File: src/fan_loop_pkg.sv
// Notes on behaviour
// - Loop enable bit 7 selects automatic drive
// - Range bits 6:5 weight all tach values
// - Range codes give 500..4000 RPM, x1..x8
// - Edges bits 4:3 give 3,5,7,9 edges
// - Edge mismatch scales reading 0.5 to 2
// - Update bits 2:0 set ramp base interval
// - Update codes map 100 to 1600 ms
// - Ramp pacing applies in manual mode too
// - Loop off keeps last loop drive level
// - Each interval moves drive at most step
package fan_loop_pkg;

    // ************************************************
    // Register map and fields
    // ************************************************
    localparam logic [7:0] CONFIG_OFFSET = 8'h02;
    localparam logic [7:0] CONFIG_RESET = 8'h2B;
    localparam int LOOP_EN_BIT = 7;
    localparam int RANGE_LSB = 5;
    localparam int EDGES_LSB = 3;
    localparam int UPDATE_LSB = 0;

    // ************************************************
    // Timing
    // ************************************************
    localparam int CLOCK_PERIOD_NS = 10;
    localparam int MS_NS = 1000000;
    localparam int CYCLES_PER_MS = MS_NS / CLOCK_PERIOD_NS;
    localparam int MS_W = 11;
    localparam int CYC_W = 20;

    // Interval in ms per update code
    localparam logic [10:0] UPDATE_MS [8] = '{
        11'h064, 11'h0C8, 11'h12C, 11'h190,
        11'h1F4, 11'h320, 11'h4B0, 11'h640
    };
    // Minimum reported RPM per range code
    localparam logic [12:0] RANGE_MIN_RPM [4] = '{
        13'h01F4, 13'h03E8, 13'h07D0, 13'h0FA0
    };
    // Tach count multiplier per range code
    localparam logic [3:0] RANGE_MULT [4] = '{4'h1, 4'h2, 4'h4, 4'h8};
    // Minimum edges per rotation per edges code
    localparam logic [3:0] EDGE_COUNT [4] = '{4'h3, 4'h5, 4'h7, 4'h9};
    // Effective multiplier, in halves, per edges code
    localparam logic [2:0] EDGE_MULT_X2 [4] = '{3'h1, 3'h2, 3'h3, 3'h4};

endpackage

File: src/update_interval_timer.sv
`timescale 1ns/1ns
module update_interval_timer #(
    parameter int CYCLES_PER_MS = fan_loop_pkg::CYCLES_PER_MS
) (
    input wire logic clock,
    input wire logic nrst,
    input wire logic ce,
    input wire logic [2:0] update_code,
    output logic interval_tick
);
    import fan_loop_pkg::*;

    logic [CYC_W-1:0] cyc_r, cyc_nxt;
    logic [MS_W-1:0] ms_r, ms_nxt;
    logic [2:0] code_r, code_nxt;
    logic ms_end;
    logic iv_end;

    // ************************************************
    // Millisecond and interval counters
    // ************************************************
    // counted interval
    assign ms_end = (cyc_r == CYC_W'(CYCLES_PER_MS - 1));
    assign iv_end = ms_end && (ms_r == UPDATE_MS[code_r] - 11'h001);
    assign interval_tick = ce && iv_end;

    always_comb begin
        cyc_nxt = ms_end ? '0 : cyc_r + CYC_W'(1);
        ms_nxt = ms_r;
        code_nxt = code_r;
        if (ms_end) begin
            ms_nxt = iv_end ? '0 : ms_r + MS_W'(1);
        end
        if (iv_end) begin
            code_nxt = update_code;
        end
    end

    always_ff @(posedge clock) begin
        if (!nrst) begin
            cyc_r <= '0;
            ms_r <= '0;
            code_r <= CONFIG_RESET[2:0];
        end else if (ce) begin
            cyc_r <= cyc_nxt;
            ms_r <= ms_nxt;
            code_r <= code_nxt;
        end
    end

endmodule // update_interval_timer

File: src/fan_speed_loop_config.sv
`timescale 1ns/1ns
module fan_speed_loop_config #(
    parameter int CYCLES_PER_MS = fan_loop_pkg::CYCLES_PER_MS
) (
    input wire logic clock,
    input wire logic nrst,
    input wire logic ce,
    input wire logic [7:0] reg_addr,
    input wire logic [7:0] reg_wdata,
    input wire logic reg_wr,
    input wire logic reg_rd,
    output logic [7:0] reg_rdata,
    input wire logic [7:0] drive_setting,
    input wire logic setting_wr,
    input wire logic [7:0] fan_step,
    input wire logic [15:0] tach_target,
    input wire logic [15:0] tach_reading,
    output logic [7:0] fan_drive,
    output logic closed_loop_enable,
    output logic [3:0] tach_count_mult,
    output logic [12:0] min_rpm,
    output logic [3:0] min_edges,
    output logic [2:0] edge_mult_x2,
    output logic interval_tick
);
    import fan_loop_pkg::*;

    logic [7:0] config_r, config_nxt;
    logic [7:0] rdata_r, rdata_nxt;
    logic [7:0] request_r, request_nxt;
    logic [7:0] drive_r, drive_nxt;
    logic [3:0] mult_r, mult_nxt;
    logic [12:0] rpm_r, rpm_nxt;
    logic [3:0] edges_r, edges_nxt;
    logic [2:0] emul_r, emul_nxt;
    logic [1:0] range_code;
    logic [1:0] edge_code;
    logic cfg_hit;
    logic [8:0] up_sum;
    logic [7:0] up_gap;
    logic [7:0] down_gap;

    // ************************************************
    // Configuration register
    // ************************************************
    assign cfg_hit = (reg_addr == CONFIG_OFFSET);
    assign range_code = config_r[RANGE_LSB +: 2];
    assign edge_code = config_r[EDGES_LSB +: 2];

    always_comb begin
        config_nxt = config_r;
        rdata_nxt = rdata_r;
        if (reg_wr && cfg_hit) begin
            config_nxt = reg_wdata;
        end
        if (reg_rd) begin
            rdata_nxt = cfg_hit ? config_r : 8'h00;
        end
    end

    always_ff @(posedge clock) begin
        if (!nrst) begin
            config_r <= CONFIG_RESET;
            rdata_r <= 8'h00;
        end else if (ce) begin
            config_r <= config_nxt;
            rdata_r <= rdata_nxt;
        end
    end

    assign reg_rdata = rdata_r;
    assign closed_loop_enable = config_r[LOOP_EN_BIT];

    // ************************************************
    // Tach weighting decode
    // ************************************************
    always_comb begin
        // one range for all tach values
        mult_nxt = RANGE_MULT[range_code];
        rpm_nxt = RANGE_MIN_RPM[range_code];
        edges_nxt = EDGE_COUNT[edge_code];
        emul_nxt = EDGE_MULT_X2[edge_code];
    end

    always_ff @(posedge clock) begin
        if (!nrst) begin
            mult_r <= RANGE_MULT[CONFIG_RESET[RANGE_LSB +: 2]];
            rpm_r <= RANGE_MIN_RPM[CONFIG_RESET[RANGE_LSB +: 2]];
            edges_r <= EDGE_COUNT[CONFIG_RESET[EDGES_LSB +: 2]];
            emul_r <= EDGE_MULT_X2[CONFIG_RESET[EDGES_LSB +: 2]];
        end else if (ce) begin
            mult_r <= mult_nxt;
            rpm_r <= rpm_nxt;
            edges_r <= edges_nxt;
            emul_r <= emul_nxt;
        end
    end

    assign tach_count_mult = mult_r;
    assign min_rpm = rpm_r;
    assign min_edges = edges_r;
    assign edge_mult_x2 = emul_r;

    // ************************************************
    // Update interval
    // ************************************************
    // update code paces ramp
    update_interval_timer #(
        .CYCLES_PER_MS(CYCLES_PER_MS)
    ) u_timer (
        .clock(clock),
        .nrst(nrst),
        .ce(ce),
        .update_code(config_r[UPDATE_LSB +: 3]),
        .interval_tick(interval_tick)
    );

    // ************************************************
    // Requested level and paced drive
    // ************************************************
    assign up_sum = {1'b0, request_r} + {1'b0, fan_step};
    assign up_gap = request_r - drive_r;
    assign down_gap = drive_r - request_r;

    always_comb begin
        request_nxt = request_r;
        drive_nxt = drive_r;
        if (closed_loop_enable) begin
            if (interval_tick && tach_reading > tach_target) begin
                request_nxt = up_sum[8] ? 8'hFF : up_sum[7:0];
            end else if (interval_tick && tach_reading < tach_target) begin
                request_nxt = (request_r > fan_step) ?
                    request_r - fan_step : 8'h00;
            end
        end else if (setting_wr) begin
            request_nxt = drive_setting;
        end
        if (interval_tick) begin
            if (request_r > drive_r) begin
                drive_nxt = (up_gap > fan_step) ?
                    drive_r + fan_step : request_r;
            end else if (request_r < drive_r) begin
                drive_nxt = (down_gap > fan_step) ?
                    drive_r - fan_step : request_r;
            end
        end
    end

    always_ff @(posedge clock) begin
        if (!nrst) begin
            request_r <= 8'h00;
            drive_r <= 8'h00;
        end else if (ce) begin
            request_r <= request_nxt;
            drive_r <= drive_nxt;
        end
    end

    assign fan_drive = drive_r;

endmodule // fan_speed_loop_config

File: config.mk
export PLATFORM = sky130hd
export DESIGN_NAME = fan_speed_loop_config
export DESIGN_NICKNAME = d
export VERILOG_FILES = /design/src/fan_loop_pkg.sv /design/src/update_interval_timer.sv /design/src/fan_speed_loop_config.sv
export SDC_FILE = /design/constraint.sdc
export NUM_CORES = 1
export LEC_CHECK = 0
export BUFFER_PORTS_ARGS = -buffer_cell sky130_fd_sc_hd__buf_2
export CORE_ASPECT_RATIO = 1.4
export CORE_MARGIN = 2
export CORE_UTILIZATION = 55
export DETAILED_ROUTE_END_ITERATION = 8
export PLACE_DENSITY = 0.75
export SYNTH_ARGS = -nofsm -noshare
export SYNTH_HDL_FRONTEND = slang
export SYNTH_HIERARCHICAL = 1
export SYNTH_SLANG_ARGS = --single-unit
File: constraint.sdc
create_clock -name clock -period 8.4 [get_ports clock]
set_clock_uncertainty 0.15 [all_clocks]
set_input_delay 0.42 -clock clock [delete_from_list [all_inputs] [get_ports clock]]
set_output_delay 0.42 -clock clock [all_outputs]
set_load 0.01 [all_outputs]
Yosys cells after proc, flatten, opt, wreduce, memory -nomap -nowiden
Memory sizes are Yosys's and may differ from the RTL's.
Index checks and enable logic that the tools add are counted.

word-level totals
  flip-flop bits (word level) = 90
  memory bits (read-only) = 88
  output and inout port bits = 42
  logic and storage cells = 78
  memories = 1

memory list
  name             depth  bits a word  rd ports  clocked after memory_dff  wr ports  line                         text
  (no name shown)  8      11           1         0                         0         update_interval_timer.sv:24  assign iv_end = ms_end && (ms_r == UPDATE_MS[code_r] - 11'h001);

operators by class
  add/sub/neg operators = 9
  $lt $le $gt $ge = 10
  eq/ne operators = 4
  multiplexer cells = 27
  bitwise operators = 3
  reduce and logical (&&, ||, !) cells = 13

operator list
  cell                   count
  $mux 8                 11
  $mux 11                3
  $gt 8x8->1             4
  $sub 8x8->8            4
  $bmux 13 s2            1
  $mux 13                2
  $add 20x1->20 const B  1
  $eq 20x17->1 const B   1
  $mux 20                1
  $bmux 4 s2             2
  $gt 16x16->1           1
  $lt 16x16->1           1
  $mux 4                 4
  $add 11x1->11 const B  1
  $eq 11x11->1           1
  $sub 11x1->11 const B  1
  $add 8x8->9            1
  $add 8x8->8            1
  $eq 8x2->1 const B     1
  $lt 8x8->1             1
  $reduce_and 2->1       4
  $bmux 3 s2             1
  $ge 3x3->1 const B     2
  $mux 3                 2
  7 further kinds        14

Longest topological paths before layout
  depth after elaboration = 12
  depth in mapped cells = 19
  depth with buffers taken out = 18

By module
Netlist, hierarchy kept.

modules (own cells, without submodules)
  module                 instances  cells each  area an instance (sq um)
  fan_speed_loop_config  1          594         4,773.3
  update_interval_timer  1          217         1,856.8

Least setup slack after synthesis
Ideal clock, no wire load.

  kind = reg2reg
  from = register u_timer.code_r[0]
  to = register request_r[3]
  setup time = 0.083 ns
  arrival = 3.778 ns
  path slack = 4.390 ns
  stages on the path, launching flop included = 17
  path buffers = 1
  clock period less this slack = 4.010 ns
  path through = dfxtp_1 inv_1 ha_1 and2_1 nor2_1 ha_1 xor2_1 nand4_1 or3b_1 or4_1 a21oi_1 or2b_1 a31o_2 buf_2 o21ai_1 o21ai_1 o221ai_1

on the way
  cells in the longest elaborated chain, start to end = 11
  elaborated cells between the ends (all ways) = 14

ends and longest elaborated chain
  element                                                      line                                                        text
  start, declared                                              update_interval_timer.sv:15                                 logic [2:0] code_r, code_nxt;
  start signal, assigned                                       update_interval_timer.sv:43                                 code_r <= CONFIG_RESET[2:0];
  start signal, assigned                                       update_interval_timer.sv:47                                 code_r <= code_nxt;
  $not 3->4 (implied by the code) *                            update_interval_timer.sv:24
  $mem_v2 8x11 *                                               -
  $mux 11 (implied by the code) * (2 in a row)                 update_interval_timer.sv:24
  $sub 11x1->11 *                                              update_interval_timer.sv:24
  $eq 11x11->1 *                                               update_interval_timer.sv:24
  $logic_and 1x1->1 *                                          update_interval_timer.sv:24
  $logic_and 1x1->1 *                                          update_interval_timer.sv:25                                 assign interval_tick = ce && iv_end;
  net interval_tick                                            fan_speed_loop_config.sv:24                                 output logic interval_tick
  $logic_and 1x1->1, on equally long branches                  fan_speed_loop_config.sv:129, fan_speed_loop_config.sv:131
  $ne 3x1->1 (no source line) or $mux 8 (tied branches)        -
  $reduce_and 3->1 (no source line) or $mux 8 (tied branches)  -
  end signal, assigned                                         fan_speed_loop_config.sv:154                                request_r <= request_nxt;
  end, declared                                                fan_speed_loop_config.sv:30                                 logic [7:0] request_r, request_nxt;

Mark *: on every way through the listed nets, which the timed path passes. The rest lies on a longest branch. The select of a mux whose other input is x is not followed.
A chain may end at the register's enable or synchronous reset.

Worst setup path in the final report
  from = register u_timer.code_r[0]
  to = register drive_r[7] (netlist: fan_drive[7])

on the way
  cells in the longest elaborated chain, start to end = 9

ends and longest elaborated chain
  element                                     line                          text
  $not 3->4 (implied by the code)             update_interval_timer.sv:24
  $mem_v2 8x11                                -
  $mux 11 (implied by the code) (2 in a row)  update_interval_timer.sv:24
  $sub 11x1->11                               update_interval_timer.sv:24
  $eq 11x11->1                                update_interval_timer.sv:24
  $logic_and 1x1->1                           update_interval_timer.sv:24
  $logic_and 1x1->1                           update_interval_timer.sv:25
  $reduce_and 3->1 (no source line)           -
  end signal, assigned                        fan_speed_loop_config.sv:155  drive_r <= drive_nxt;
  end, declared                               fan_speed_loop_config.sv:31   logic [7:0] drive_r, drive_nxt;

No other way between the ends. The select of a mux whose other input is x is not followed.

==> parameters.txt <==
Parameter                              Value

Run status
  Result of the run ... complete, no violations

Floorplan
  Starting utilization of the core area ... 0.5609
  Site Rows ... 47
  Core ar. ... 11820 µm²
  Vertical die dimension ... 133.9 µm
  Number of top-level pins ... 112
  Area enclosed by the die boundary ... 12960 µm²
  Horizontal extent of the die ... 96.79 µm

Setup path
  Worst reg2reg path depth ... 16
  Startpoint of the worst-slack reg-to-reg timing path ... u_timer/code_r[0]
  Critical Path Sink Type ... flop
  Maximum fanout along the worst path ... 12
  Crit path arrival time ... 4.76 ns
  Buffering stage count on the worst path with inverters included ... 1
  Endpoint of the lowest-slack register-to-register path ... fan_drive[7]
  Origin of the worst setup path ... u_timer/code_r[0]
  Delay of the slowest cell on the worst path ... 0.67 ns
  Worst endpoint required time ... 8.54 ns
  Kind of cell adding the most delay to the critical path ... simple AND/OR/NAND/NOR gates
  CP max-delay cell ... sky130_fd_sc_hd__o22ai_1
  Cell breakdown of the critical path ... inv_1, ha_1, and2_1, nor2_1, ha_1, xor2_1, nand4_1, or3b_1, or4_1, a21oi_1, nand4_1, o22ai_1, nand2_1, a31oi_1, o2111a_1, a221o_1
  Startpoint Class ... flop
  Crit path kind ... reg -> reg
  R2R Setup Slk ... 3.78 ns

Yosys
  Count leader, synth ... sky130_fd_sc_hd__ha_1
  Ys async rst share ... 0
  Synth Register Bits ... 78
  Largest area contributor in the synthesized netlist ... sky130_fd_sc_hd__dfxtp_1
  Synth unique cells ... 78
  Post-Synthesis Cell Area ... 6630 µm²
  Sequential element share of the synthesized area ... 0.2355
  Syn. warnings ... 6
  Mean Syn Cell Area ... 8.175 µm²
  Number of enable-type register cells in the synthesized netlist ... 0
  Dominant cells by area after synthesis ... sky130_fd_sc_hd__dfxtp_1 (24%), sky130_fd_sc_hd__ha_1 (17%), sky130_fd_sc_hd__nor2_1 (4.4%), sky130_fd_sc_hd__inv_1 (4.2%), sky130_fd_sc_hd__xor2_1 (4.0%)
  Post-synth top area share ... 0.2355
  Most common library cells after synthesis ... sky130_fd_sc_hd__ha_1 (88), sky130_fd_sc_hd__dfxtp_1 (78), sky130_fd_sc_hd__nor2_1 (77)
  Mapped Cells ... 811
  Synth Flop Type ... sky130_fd_sc_hd__dfxtp_1

Timing
  Share of the clock period used by the worst path ... 0.5503
  Worst Max-Slew Pin Slew ... 0.9041 ns
  RSZ-0062 raised after global routing ... false
  Hold_ws ... 0.1350 ns
  Max-slew headroom at the worst pin ... 0.3966
  Final critical path time including I/O delays and setup ... 4.623 ns
  Max frequency ... 216.3 MHz
  Final setup slack of the worst path ... 3.777 ns
  Count of final setup violators ... 0
  Slew Limit Fails ... 0
  Sum of negative setup slack ... 0 ns
  Number of hold violations in the final report ... 0

Clocking
  Clock latency on the worst-skew pair ... 0.34 ns
  Clock-pin slew on the worst setup and hold paths ... 0.06 ns
  Num Clock Sinks ... 78
  Number of clock buffers inserted by TritonCTS ... 9
  CTS tree ... done
  CTS H-tree lvls ... 3
  Number of instances resized during post-cts repair ... 0
  CTS root buf ... sky130_fd_sc_hd__clkbuf_16
  Number of buffers on the longest clock path ... 2
  Post-cts hold buffer count ... 0
  Number of buffers inserted by post-CTS setup repair ... 0

Routing
  First drt pass iteration count ... 4
  Final ANT Viol Nets ... 0
  Final routed wirelength across all metal layers ... 15840 µm
  DRC violations left ... 0
  Via total after detailed routing ... 5948
  Routed via count divided by cell count ... 5.692
  Detailed router's first-iteration violation count ... 251
  Routed wire per std cell ... 15.16 µm

GRT
  Number of global-route vias before repair ... 5746
  Initial antenna violation count ... 0
  Congestion Overflow GR ... 0
  Maximum number of pins on one net before global-route repair ... 35
  Total Routing Usage GR ... 0.2409
  First-pass GRT wire length ... 25890 µm

Power
  PD cells ... 133.4 nW/µm²
  Leakage power ... 0.003337 µW
  Peak supply drop ... 126.9 µV

Placement
  DPL Wire Length ... 12670 µm
  Post-Place Worst Slack ... 3.837 ns
  PortBufs ... 105
  Final weighted congestion in routability-driven placement ... 0.8339

Worst hold path
  Count of cells along the worst hold path ... 3
  Worst hold path startpoint ... reg_wdata[3]
  Capture endpoint of the worst hold path ... config_r[3]
  Min-delay worst type ... in -> reg

Final layout
  Layout Area Growth over Synthesis ... 12.13%
  Layout Nets ... 1057
  Number of antenna diodes ... 0
  Layout cells sized above 1 ... 0.1615

Run
  Count of max-cap constraint violations ... 0
[layout by cell type (no fill, tap or decap), drive strengths merged, types with 6 or more instances in the layout]
cell / n
nand4: 21
nand2: 43
o21ai: 42
xor2: 30
nand3: 33
ha: 88
nor2: 79
clkbuf: 11
or2: 9
a21o: 12
a211oi: 6
xnor2: 29
nor3: 18
a21oi: 49
inv: 75
a221oi: 8
a22oi: 11
and3: 10
mux2i: 18
and2: 10
dfxtp: 78
nand2b: 11
nor2b: 6
conb: 6
fa: 6
buf: 105
[worst max-delay path by stage]
stage / end / slack (ns) / depth (start not counted)
final: fan_drive[7] / 3.78 / 16
after global routing: fan_drive[7] / 3.36 / 16
after CTS: fan_drive[7] / 3.80 / 16
after detailed placement: fan_drive[7] / 3.84 / 16
after global placement: fan_drive[7] / 3.95 / 16
after floorplan: request_r[3] / 4.39 / 16
[cell families after synthesis]
| family | synth area share |
|---|---|
| xor gates and xnor gates | 0.07794 |
| other | 0.001133 |
| adders and majority gates | 0.1842 |
| DFF | 0.2355 |
| AOI/OAI and AO/OA | 0.1989 |
| buffers and inverters | 0.07435 |
| and+or+nand+nor | 0.1991 |
| muxes | 0.02887 |
[metal layers]
metal / vias to the layer above / part of all wire / GRT usage
met2: 96 / 0.54 / 0.4533
met3: 38 / 0.025 / 0.04013
met5: - / 0 / 0
li1: 3018 / - / -
met4: 0 / 0.034 / 0.1072
met1: 2796 / 0.40 / 0.2630
[sequential cells by signal, indices dropped and copies added, names as in the netlist, 4 cells and up]
register         cells
u_timer/ms_r        11
min_rpm              5
reg_rdata            8
config_r             8
u_timer/cyc_r       20
request_r            8
fan_drive            8
tach_count_mult      4
[where the power goes]
part	switching, µW	internal [µW]
Combinational	137	95.3
Clock	161	219
Sequential	5.79	374
[stage by stage]
stage               area, µm²  std cells  power (µW)    util
floorplan                6645        815       559.6       -
global placement         7139       1029       613.5  0.6040
detailed placement       7139       1029       616.5  0.6040
CTS                      7435       1045       996.1  0.6290
global route             7435       1045        1042  0.6290
finish                   7435       1045       992.0  0.6290
[final cells by class]
cell class	instances	area (µm²)
multi-input cells	625	4591
fillers	1079	4385
flip-flops and latches	78	1562
repair buffers	105	525.5
inverters	74	277.8
clock buffers	11	252.7
well taps	147	183.9
clock inverters	5	42.54
[worst reg2reg max path: stages (launching register included)]
cell and delay [ns]:
sky130_fd_sc_hd__dfxtp_1 0.50, sky130_fd_sc_hd__inv_1 0.09, sky130_fd_sc_hd__ha_1 0.19, sky130_fd_sc_hd__and2_1 0.17
sky130_fd_sc_hd__nor2_1 0.09, sky130_fd_sc_hd__ha_1 0.24, sky130_fd_sc_hd__xor2_1 0.13, sky130_fd_sc_hd__nand4_1 0.10
sky130_fd_sc_hd__or3b_1 0.41, sky130_fd_sc_hd__or4_1 0.51, sky130_fd_sc_hd__a21oi_1 0.37, sky130_fd_sc_hd__nand4_1 0.14
sky130_fd_sc_hd__o22ai_1 0.67, sky130_fd_sc_hd__nand2_1 0.23, sky130_fd_sc_hd__a31oi_1 0.25, sky130_fd_sc_hd__o2111a_1 0.22
sky130_fd_sc_hd__a221o_1 0.11
(Power assumes the default switching activity.)
